`config.mk`:
```
export PLATFORM = sky130hd
export DESIGN_NAME = sdb_device_flat
export DESIGN_NICKNAME = d
export VERILOG_FILES = /design/src/sdb_pkg.sv /design/src/sdb_bus_if.sv /design/src/sdb_device.sv /design/src/sdb_sync.sv /design/src/flat_wrapper.sv
export SDC_FILE = /design/constraint.sdc
export NUM_CORES = 2
export LEC_CHECK = 0
export ABC_AREA = 1
export BUFFER_PORTS_ARGS = -buffer_cell sky130_fd_sc_hd__buf_2
export CAP_MARGIN = 20
export CORE_MARGIN = 3
export CORE_UTILIZATION = 50
export DETAILED_ROUTE_END_ITERATION = 16
export PLACE_DENSITY_LB_ADDON = 0.15
export SYNTH_ARGS = -nofsm -noshare
export SYNTH_HDL_FRONTEND = slang
export SYNTH_HIERARCHICAL = 1
export SYNTH_SLANG_ARGS = --single-unit
```
`constraint.sdc`:
```
create_clock -name clock_i -period 2.08 [get_ports clock_i]
set_input_delay 0.208 -clock clock_i [delete_from_list [all_inputs] [get_ports clock_i]]
set_output_delay 0.208 -clock clock_i [all_outputs]
set_load 0.03 [all_outputs]
```
`src/sdb_pkg.sv`:
```
// shared constants, types and helpers for the stacked-die bus select ends
package sdb_pkg;

  // ==========================================================
  // widths and die counts
  localparam int DATA_W = 16;
  localparam int ADDR_W = 26;
  localparam int RESV_LO = 24;
  localparam int FLASH_DIES = 3;
  localparam int RAM_DIES = 3;
  localparam int MEM_AW = 4;
  localparam int MEM_WORDS = 16;
  localparam int WAIT_POL_BIT = 10;

  // ==========================================================
  // top used address bit per die density
  localparam int TOP_BIT_256M = 23;
  localparam int TOP_BIT_128M = 22;
  localparam int TOP_BIT_64M = 21;
  localparam int TOP_BIT_32M = 20;
  localparam int TOP_BIT_8M = 18;

  // ==========================================================
  // host strobe timing in clock cycles
  localparam int SETUP_CYCLES = 3;
  localparam int STROBE_CYCLES = 8;
  localparam int RELEASE_CYCLES = 3;
  localparam int CNT_W = 4;

  typedef enum logic [2:0] {
    DENS_8M,
    DENS_32M,
    DENS_64M,
    DENS_128M,
    DENS_256M
  } sdb_density_e;

  typedef enum logic [2:0] {
    TGT_FLASH1,
    TGT_FLASH2,
    TGT_FLASH3,
    TGT_SRAM,
    TGT_PSRAM1,
    TGT_PSRAM2
  } sdb_target_e;

  // host-driven pins, flash die n on index n-1, psram die n on index n-1
  typedef struct packed {
    logic [ADDR_W-1:0] addr;
    logic [DATA_W-1:0] wdata;
    logic wdata_oe;
    logic [2:0] flash_ce_n;
    logic sram_select_low_true_n;
    logic sram_select_high_true;
    logic [1:0] psram_cs_n;
    logic [1:0] flash_oe_n;
    logic ram_oe_n;
    logic flash_we_n;
    logic ram_we_n;
  } sdb_pins_s;

  localparam sdb_pins_s PINS_IDLE = '{
    addr: 26'h0000000,
    wdata: 16'h0000,
    wdata_oe: 1'h0,
    flash_ce_n: 3'h7,
    sram_select_low_true_n: 1'h1,
    sram_select_high_true: 1'h0,
    psram_cs_n: 2'h3,
    flash_oe_n: 2'h3,
    ram_oe_n: 1'h1,
    flash_we_n: 1'h1,
    ram_we_n: 1'h1
  };

  localparam int PINS_W = $bits(sdb_pins_s);

  function automatic int top_address_bit(input sdb_density_e d);
    unique case (d)
      DENS_8M: return TOP_BIT_8M;
      DENS_32M: return TOP_BIT_32M;
      DENS_64M: return TOP_BIT_64M;
      DENS_128M: return TOP_BIT_128M;
      DENS_256M: return TOP_BIT_256M;
      default: return TOP_BIT_8M;
    endcase
  endfunction : top_address_bit

  function automatic logic [ADDR_W-1:0] addr_mask(input sdb_density_e d);
    logic [ADDR_W-1:0] m;
    m = '0;
    for (int i = 0; i < ADDR_W; i++) begin
      m[i] = (i <= top_address_bit(d));
    end
    return m;
  endfunction : addr_mask

  function automatic logic target_is_ram(input sdb_target_e t);
    return (t == TGT_SRAM) || (t == TGT_PSRAM1) || (t == TGT_PSRAM2);
  endfunction : target_is_ram

endpackage : sdb_pkg

```
`src/sdb_bus_if.sv`:
```
// shared memory bus between host controller and stacked-die device
`timescale 1ns/1ps
interface sdb_bus_if;
  sdb_pkg::sdb_pins_s host_pins;
  logic [sdb_pkg::DATA_W-1:0] dev_data;
  logic dev_data_oe;
  logic wait_level;
  logic wait_oe;
  logic [sdb_pkg::DATA_W-1:0] data_bus;

  // ==========================================================
  // resolved data wire: device wins only while it drives
  assign data_bus = dev_data_oe ? dev_data : host_pins.wdata;

  modport device (
    input host_pins,
    input data_bus,
    output dev_data,
    output dev_data_oe,
    output wait_level,
    output wait_oe
  );

  modport host (
    output host_pins,
    input data_bus,
    input wait_level,
    input wait_oe
  );
endinterface : sdb_bus_if

```
`src/sdb_device.sv`:
```
// device end: stacked flash, sram and psram dies on one shared bus
// Function
// - top used address bit follows die density
// - each address step is one 16-bit word
// - host leaves the two top address bits unused
// - data bus carries writes in, reads out
// - device floats data when deselected or disabled
// - flash write data captured into a latch
// - flash enable low activates, high floats outputs
// - three flash enables, extra ones reserved
// - sram active only with both selects asserted
// - host keeps sram selects idle without sram
// - psram active while its select is low
// - psram selects reserved when die absent
// - flash output enable low turns drivers on
// - second flash output enable serves dies two, three
// - ram output enable, reserved on flash-only stacks
// - flash write taken on strobe rising edge
// - ram write strobe, reserved on flash-only stacks
// - wait asserted level set by config bit ten
`timescale 1ns/1ps
module sdb_device #(
  parameter sdb_pkg::sdb_density_e DENSITY = sdb_pkg::DENS_128M,
  parameter int FLASH_COUNT = 3,
  parameter bit SRAM_FITTED = 1'b1,
  parameter int PSRAM_COUNT = 2
) (
  // clock and reset
  input wire logic clock_i,
  input wire logic reset_n_i,
  input wire logic ce_i,
  // shared bus
  sdb_bus_if.device bus,
  // configuration
  input wire logic [sdb_pkg::DATA_W-1:0] read_config_i,
  // status
  output logic [sdb_pkg::DATA_W-1:0] flash_latch_o,
  output logic [sdb_pkg::ADDR_W-1:0] latch_addr_o,
  output logic [sdb_pkg::FLASH_DIES-1:0] flash_active_o,
  output logic [sdb_pkg::RAM_DIES-1:0] ram_active_o
);
  localparam int DW = sdb_pkg::DATA_W;
  localparam int AW = sdb_pkg::ADDR_W;
  localparam int NW = sdb_pkg::MEM_WORDS;

  // ==========================================================
  // die decode helpers
  // die 0 has its own output enable
  // dies 1 and 2 share the second one
  function automatic int flash_oe_bit(input int die);
    return (die == 0) ? 0 : 1;
  endfunction : flash_oe_bit

  // reserved enables select nothing
  function automatic logic flash_fitted(input int die);
    return die < FLASH_COUNT;
  endfunction : flash_fitted

  // ram die index: 0 sram, 1 psram one, 2 psram two
  function automatic logic ram_die_fitted(input int die);
    unique case (die)
      0: return SRAM_FITTED;
      1: return PSRAM_COUNT > 0;
      default: return PSRAM_COUNT > 1;
    endcase
  endfunction : ram_die_fitted

  typedef struct packed {
    logic [sdb_pkg::FLASH_DIES-1:0][NW-1:0][DW-1:0] flash_mem;
    logic [sdb_pkg::RAM_DIES-1:0][NW-1:0][DW-1:0] ram_mem;
    logic [DW-1:0] flash_latch;
    logic [AW-1:0] latch_addr;
    logic flash_we_n_d;
    logic [DW-1:0] dout;
    logic dout_oe;
    logic wait_level;
    logic wait_oe;
    logic [sdb_pkg::FLASH_DIES-1:0] flash_active;
    logic [sdb_pkg::RAM_DIES-1:0] ram_active;
  } sdb_dev_state_s;

  sdb_dev_state_s s;
  sdb_dev_state_s next_s;

  // ==========================================================
  // pin synchronisers
  // two flops per pin, so answers lag the pins by three edges
  sdb_pkg::sdb_pins_s pins;
  logic [DW-1:0] bus_data;
  logic [sdb_pkg::PINS_W-1:0] pins_raw;

  sdb_sync #(
    .W(sdb_pkg::PINS_W),
    .RST_VAL(sdb_pkg::PINS_IDLE)
  ) u_pin_sync (
    .clock_i(clock_i),
    .reset_n_i(reset_n_i),
    .ce_i(ce_i),
    .d_i(bus.host_pins),
    .q_o(pins_raw)
  );

  assign pins = sdb_pkg::sdb_pins_s'(pins_raw);

  sdb_sync #(
    .W(DW),
    .RST_VAL(16'h0000)
  ) u_data_sync (
    .clock_i(clock_i),
    .reset_n_i(reset_n_i),
    .ce_i(ce_i),
    .d_i(bus.data_bus),
    .q_o(bus_data)
  );

  // ==========================================================
  // select decode
  logic [AW-1:0] addr_used;
  logic [sdb_pkg::MEM_AW-1:0] idx;
  logic [sdb_pkg::FLASH_DIES-1:0] flash_sel;
  logic [sdb_pkg::FLASH_DIES-1:0] flash_out_on;
  logic [sdb_pkg::RAM_DIES-1:0] ram_sel;
  logic ram_fitted;
  logic ram_out_on;
  logic ram_write;
  logic flash_we_rise;

  always_comb begin
    // density mask, then the low bits index the model's 16 words
    addr_used = pins.addr & sdb_pkg::addr_mask(DENSITY);
    idx = addr_used[sdb_pkg::MEM_AW-1:0];
    ram_fitted = ram_die_fitted(0) || ram_die_fitted(1);
    for (int i = 0; i < sdb_pkg::FLASH_DIES; i++) begin
      flash_sel[i] = !pins.flash_ce_n[i] && flash_fitted(i);
      flash_out_on[i] = flash_sel[i] && !pins.flash_oe_n[flash_oe_bit(i)];
    end
    ram_sel[0] = ram_die_fitted(0) && !pins.sram_select_low_true_n
      && pins.sram_select_high_true;
    ram_sel[1] = ram_die_fitted(1) && !pins.psram_cs_n[0];
    ram_sel[2] = ram_die_fitted(2) && !pins.psram_cs_n[1];
    ram_out_on = ram_fitted && !pins.ram_oe_n && (|ram_sel);
    ram_write = ram_fitted && !pins.ram_we_n;
    // synced data lags by the same two flops as the strobe
    flash_we_rise = !s.flash_we_n_d && pins.flash_we_n;
  end

  // ==========================================================
  // next state
  always_comb begin
    next_s = s;
    next_s.flash_we_n_d = pins.flash_we_n;
    next_s.flash_active = flash_sel;
    next_s.ram_active = ram_sel;
    // bus released unless a die is both selected and enabled
    next_s.dout_oe = 1'b0;
    for (int i = 0; i < sdb_pkg::FLASH_DIES; i++) begin
      if (flash_out_on[i] && !next_s.dout_oe) begin
        next_s.dout_oe = 1'b1;
        next_s.dout = s.flash_mem[i][idx];
      end
      if (flash_sel[i] && flash_we_rise) begin
        next_s.flash_mem[i][idx] = bus_data;
        next_s.flash_latch = bus_data;
        next_s.latch_addr = addr_used;
      end
    end
    for (int k = 0; k < sdb_pkg::RAM_DIES; k++) begin
      // first enabled die wins if the host breaks single-driver use
      if (ram_out_on && ram_sel[k] && !next_s.dout_oe) begin
        next_s.dout_oe = 1'b1;
        next_s.dout = s.ram_mem[k][idx];
      end
      if (ram_write && ram_sel[k]) begin
        next_s.ram_mem[k][idx] = bus_data;
      end
    end
    // asynchronous reads and writes only: wait sits at its asserted level
    next_s.wait_oe = |flash_sel;
    next_s.wait_level = read_config_i[sdb_pkg::WAIT_POL_BIT];
  end

  // ==========================================================
  // state register
  always_ff @(posedge clock_i or negedge reset_n_i) begin
    if (!reset_n_i) begin
      s <= '0;
      // strobe history starts high so reset gives no false rise
      s.flash_we_n_d <= 1'b1;
    end else if (ce_i) begin
      s <= next_s;
    end
  end

  // ==========================================================
  // outputs
  assign bus.dev_data = s.dout;
  assign bus.dev_data_oe = s.dout_oe;
  assign bus.wait_level = s.wait_level;
  // wait enable follows flash select, not output enable
  assign bus.wait_oe = s.wait_oe;

  // ==========================================================
  // die status
  assign flash_latch_o = s.flash_latch;
  assign latch_addr_o = s.latch_addr;
  assign flash_active_o = s.flash_active;
  assign ram_active_o = s.ram_active;
endmodule : sdb_device

```
`src/sdb_sync.sv`:
```
// two-flop synchroniser for a vector of pin inputs
`timescale 1ns/1ps
module sdb_sync #(
  parameter int W = 1,
  parameter logic [W-1:0] RST_VAL = '0
) (
  // clock and reset
  input wire logic clock_i,
  input wire logic reset_n_i,
  input wire logic ce_i,
  // data
  input wire logic [W-1:0] d_i,
  output logic [W-1:0] q_o
);
  typedef struct packed {
    logic [W-1:0] meta;
    logic [W-1:0] stable;
  } sdb_sync_s;

  sdb_sync_s s;
  sdb_sync_s next_s;

  always_comb begin
    next_s.meta = d_i;
    next_s.stable = s.meta;
  end

  always_ff @(posedge clock_i or negedge reset_n_i) begin
    if (!reset_n_i) begin
      s <= '{meta: RST_VAL, stable: RST_VAL};
    end else if (ce_i) begin
      s <= next_s;
    end
  end

  assign q_o = s.stable;
endmodule : sdb_sync

```
`src/flat_wrapper.sv`:
```
// flat-port wrapper written by rule: the top's interface ports become plain ports
module sdb_device_flat 
#(
  parameter sdb_pkg::sdb_density_e DENSITY = sdb_pkg::DENS_128M,
  parameter int FLASH_COUNT = 3,
  parameter bit SRAM_FITTED = 1'b1,
  parameter int PSRAM_COUNT = 2
)
  (clock_i, reset_n_i, ce_i, read_config_i, flash_latch_o, latch_addr_o, flash_active_o, ram_active_o, bus_host_pins, bus_dev_data, bus_dev_data_oe, bus_wait_level, bus_wait_oe);
  sdb_bus_if bus_i ();
  input wire logic clock_i;
  input wire logic reset_n_i;
  input wire logic ce_i;
  input wire logic [sdb_pkg::DATA_W-1:0] read_config_i;
  output logic [sdb_pkg::DATA_W-1:0] flash_latch_o;
  output logic [sdb_pkg::ADDR_W-1:0] latch_addr_o;
  output logic [sdb_pkg::FLASH_DIES-1:0] flash_active_o;
  output logic [sdb_pkg::RAM_DIES-1:0] ram_active_o;
  input wire logic [$bits(bus_i.host_pins)-1:0] bus_host_pins;
  output wire logic [$bits(bus_i.dev_data)-1:0] bus_dev_data;
  output wire logic [$bits(bus_i.dev_data_oe)-1:0] bus_dev_data_oe;
  output wire logic [$bits(bus_i.wait_level)-1:0] bus_wait_level;
  output wire logic [$bits(bus_i.wait_oe)-1:0] bus_wait_oe;
  assign bus_i.host_pins = bus_host_pins;
  assign bus_dev_data = bus_i.dev_data;
  assign bus_dev_data_oe = bus_i.dev_data_oe;
  assign bus_wait_level = bus_i.wait_level;
  assign bus_wait_oe = bus_i.wait_oe;
  sdb_device #(.DENSITY(DENSITY), .FLASH_COUNT(FLASH_COUNT), .SRAM_FITTED(SRAM_FITTED), .PSRAM_COUNT(PSRAM_COUNT)) u_core (.clock_i(clock_i), .reset_n_i(reset_n_i), .ce_i(ce_i), .bus(bus_i), .read_config_i(read_config_i), .flash_latch_o(flash_latch_o), .latch_addr_o(latch_addr_o), .flash_active_o(flash_active_o), .ram_active_o(ram_active_o));
endmodule
```
==> flow_summary_export.csv <==
group,metric,value,unit
worst_setup_path,worstPathArrival,3.24,ns
finish,layoutNonFillerInstCount,11570,
global_routing,grt_pass1_vias,62860,
pwr,pwr_density_cell,978.2,nW/um2
min_path,worstHoldPathType,"input pin to flip-flop",
timing,drv_slew,0,
timing,fmax,393.5,MHz
logic_synthesis,syn-instance-count,9228,
drt,drc,0,
timing,setup_slack,-0.4611,ns
drt,firstDrtPassIters,6,
worst_setup_path,crit_fanout,22,
finish,fin_area,91850,um2
timing,fin_worst_skew,0.04995,ns
logic_synthesis,yosys_warnings,6,
floorplan,die_area,154800,um2
global_routing,grt_max_degree,135,
timing,rsz0062_at_grt,"yes",
floorplan,die_h,393.4,um
finish,fill_cells,12640,
timing,tightest_slew,0.8151,ns
drt,totalWireLength,249.6,mm
worst_setup_path,critPathKind,"flip-flop to flip-flop",
pwr,power,89.85,mW
clock_network,worstSkewPairLatency,0.82,ns
worst_setup_path,cp-end-kind,"flip-flop",
placed_design,placed_area,81790,um2
finish,drive_gt1_frac,0.1551,
drt,via_per_inst,5.671,
timing,fin_crit,2.541,ns
floorplan,start_util,0.5058,
floorplan,fp.coreArea,148400,um2
placed_design,dp.cells,11110,
pwr,p_leak,44.02,nW
floorplan,die_x,393.4,um
floorplan,row_count,141,
drt,wl_per_cell,21.57,um
outcome,outcome,"finished with violations",
clock_network,cts_sinks,1703,
finish,nets,9489,
finish,multi_input_area,30250,um2
finish,seq_area,42650,um2
drt,drt_iter0_drc,8091,
timing,setup-violations-final,1347,
clock_network,path_clk_slew,0.06,ns
timing,fin_crit_sh,1.222,
global_routing,grt_overflow,0,
drt,postRouteAntennaNets,0,
floorplan,ios,141,
clock_network,cts_buffers,178,
timing,max-slew-margin-rel,0.4548,
clock_network,htree_levels,4,
logic_synthesis,avgSynthCellArea,8.132,um2
placed_design,portBuffers,118,
clock_network,cts_root_buf,"clkbuf_16",
logic_synthesis,syn-cell-area,75040,um2
timing,hold_viol,0,
worst_setup_path,required,2.78,ns
placed_design,hpwlAfterDp,150.4,mm
placed_design,gp_congestion,0.8998,
job,cap_viol_max_count,0,
placed_design,dp_slack,-0.7467,ns
worst_setup_path,setup.worst_path.start_class,"flip-flop",
clock_network,cts_tree,"built",
global_routing,grt_pass1_wl,378.5,mm
timing,hold_slack,0.1395,ns
clock_network,cts_buffer_depth,3,
global_routing,antenna_found_initial,5,
drt,vias,65610,
global_routing,globalRouteTotalUtil,0.3120,
outcome,violations,"negative setup slack",
pwr,ir_drop,0.0009996,V
worst_setup_path,rrSetupSlack,-0.46,ns
finish,syn2layout_area_growth,22.39,%
==> layer usage <==
| layer | part of all wire | GRT usage | wire [um] | vias up |
|---|---|---|---|---|
| li1 | - | - | - | 30120 |
| met4 | 0.040 | 0.1239 | 9976 | 0 |
| met5 | 0 | 0 | 0 | - |
| met2 | 0.46 | 0.4865 | 113900 | 2874 |
| met3 | 0.085 | 0.05604 | 21160 | 525 |
| met1 | 0.42 | 0.4341 | 104600 | 32100 |
==> what timing repair did <==
item / CTS / global route
endpoints found under the setup margin: 1350 / 1423
endpoints found under the hold margin: 1628 / 0
buffers inserted: 18 / 5
hold buffers: 56 / 0
gates cloned: 23 / 26
pin swaps: 43 / 41
gates resized for setup: 304 / 396
==> placed cells by master, fill, tap and decap left out, drive strengths merged, types with 11 or more instances in the layout <==
| master | instances |
|---|---|
| nand3 | 19 |
| dlygate4sd3 | 56 |
| buf | 731 |
| bufinv | 11 |
| dfrtp | 1680 |
| a22oi | 226 |
| o21ai | 1637 |
| a21oi | 77 |
| dfstp | 23 |
| nand4 | 126 |
| nor2 | 79 |
| inv | 44 |
| clkbuf | 288 |
| mux2 | 19 |
| nor3 | 20 |
| clkinv | 46 |
| nand2 | 4464 |
==> through the flow <==
| step | utilization | TNS [ns] |
|---|---|---|
| 4_1_cts | 0.6074 | -192.65 |
| 6_report | 0.6191 | -264.45 |
| 5_1_grt | 0.6190 | -345.05 |
| 3_5_place_dp | 0.5512 | -235.82 |
| 2_1_floorplan | - | 0 |
| 3_3_place_gp | 0.5512 | -274.40 |
==> power breakdown <==
| part | total, mW | switching, mW | internal (mW) |
|---|---|---|---|
| Combinational | 16.9 | 10.9 | 5.97 |
| Sequential | 39.9 | 2.59 | 37.3 |
| Clock | 33.1 | 13.7 | 19.3 |
==> final cells by class <==
class | count | share of cell area
antenna | 5 | 0.0001362
clock buffer | 265 | 0.05866
clock inverter | 63 | 0.008282
inverter | 40 | 0.002711
multi-input combinational | 6678 | 0.3294
sequential | 1703 | 0.4644
tap | 2002 | 0.02727
timing repair buffer | 813 | 0.1091
timing repair inverter | 1 | 0.00009536
==> worst max-delay path, stage by stage (launching register included) <==
cell	delay (ns)
dfrtp_4	0.56
buf_8	0.17
inv_12	0.09
nor2_4	0.06
buf_12	0.15
buf_8	0.18
buf_4	0.19
nand2_1	0.06
nand4_1	0.10
nand2_1	0.11
nand2_1	0.14
o21ai_1	0.21
nand4_1	0.19
nand2_1	0.11
nand2_1	0.05
==> state kept, by name, indices dropped and copies added (netlist names) <==
signal and count:
u_core/u_pin_sync/q_o 35, u_core/u_data_sync/q_o 16, u_core/bus.wait_level 1, u_core/flash_latch_o 16
u_core/latch_addr_o 23, u_core/bus.dev_data_oe 1, u_core/u_pin_sync/next_s 35, u_core/u_data_sync/next_s 16
u_core/bus.wait_oe 1, u_core/flash_active_o 3, u_core/bus.dev_data 16, u_core/ram_active_o 3
u_core/s 1537
==> worst paths after layout <==
check                                            startpoint                            to  cells past startpoint
worst max-delay path              u_core/u_pin_sync/q_o[29]        u_core/bus.dev_data[0]                     14
worst min-delay path                      bus_host_pins[51]  u_core/u_pin_sync/next_s[51]                      4
worst max register to register    u_core/u_pin_sync/q_o[29]        u_core/bus.dev_data[0]                     14
worst min register to register  u_core/u_pin_sync/next_s[3]   u_core/u_pin_sync/next_s[3]                      2
max in group asynchronous                         reset_n_i                u_core/s[1202]                      3
min in group asynchronous                         reset_n_i                u_core/s[1475]                      3
(Power assumes the default switching activity.)
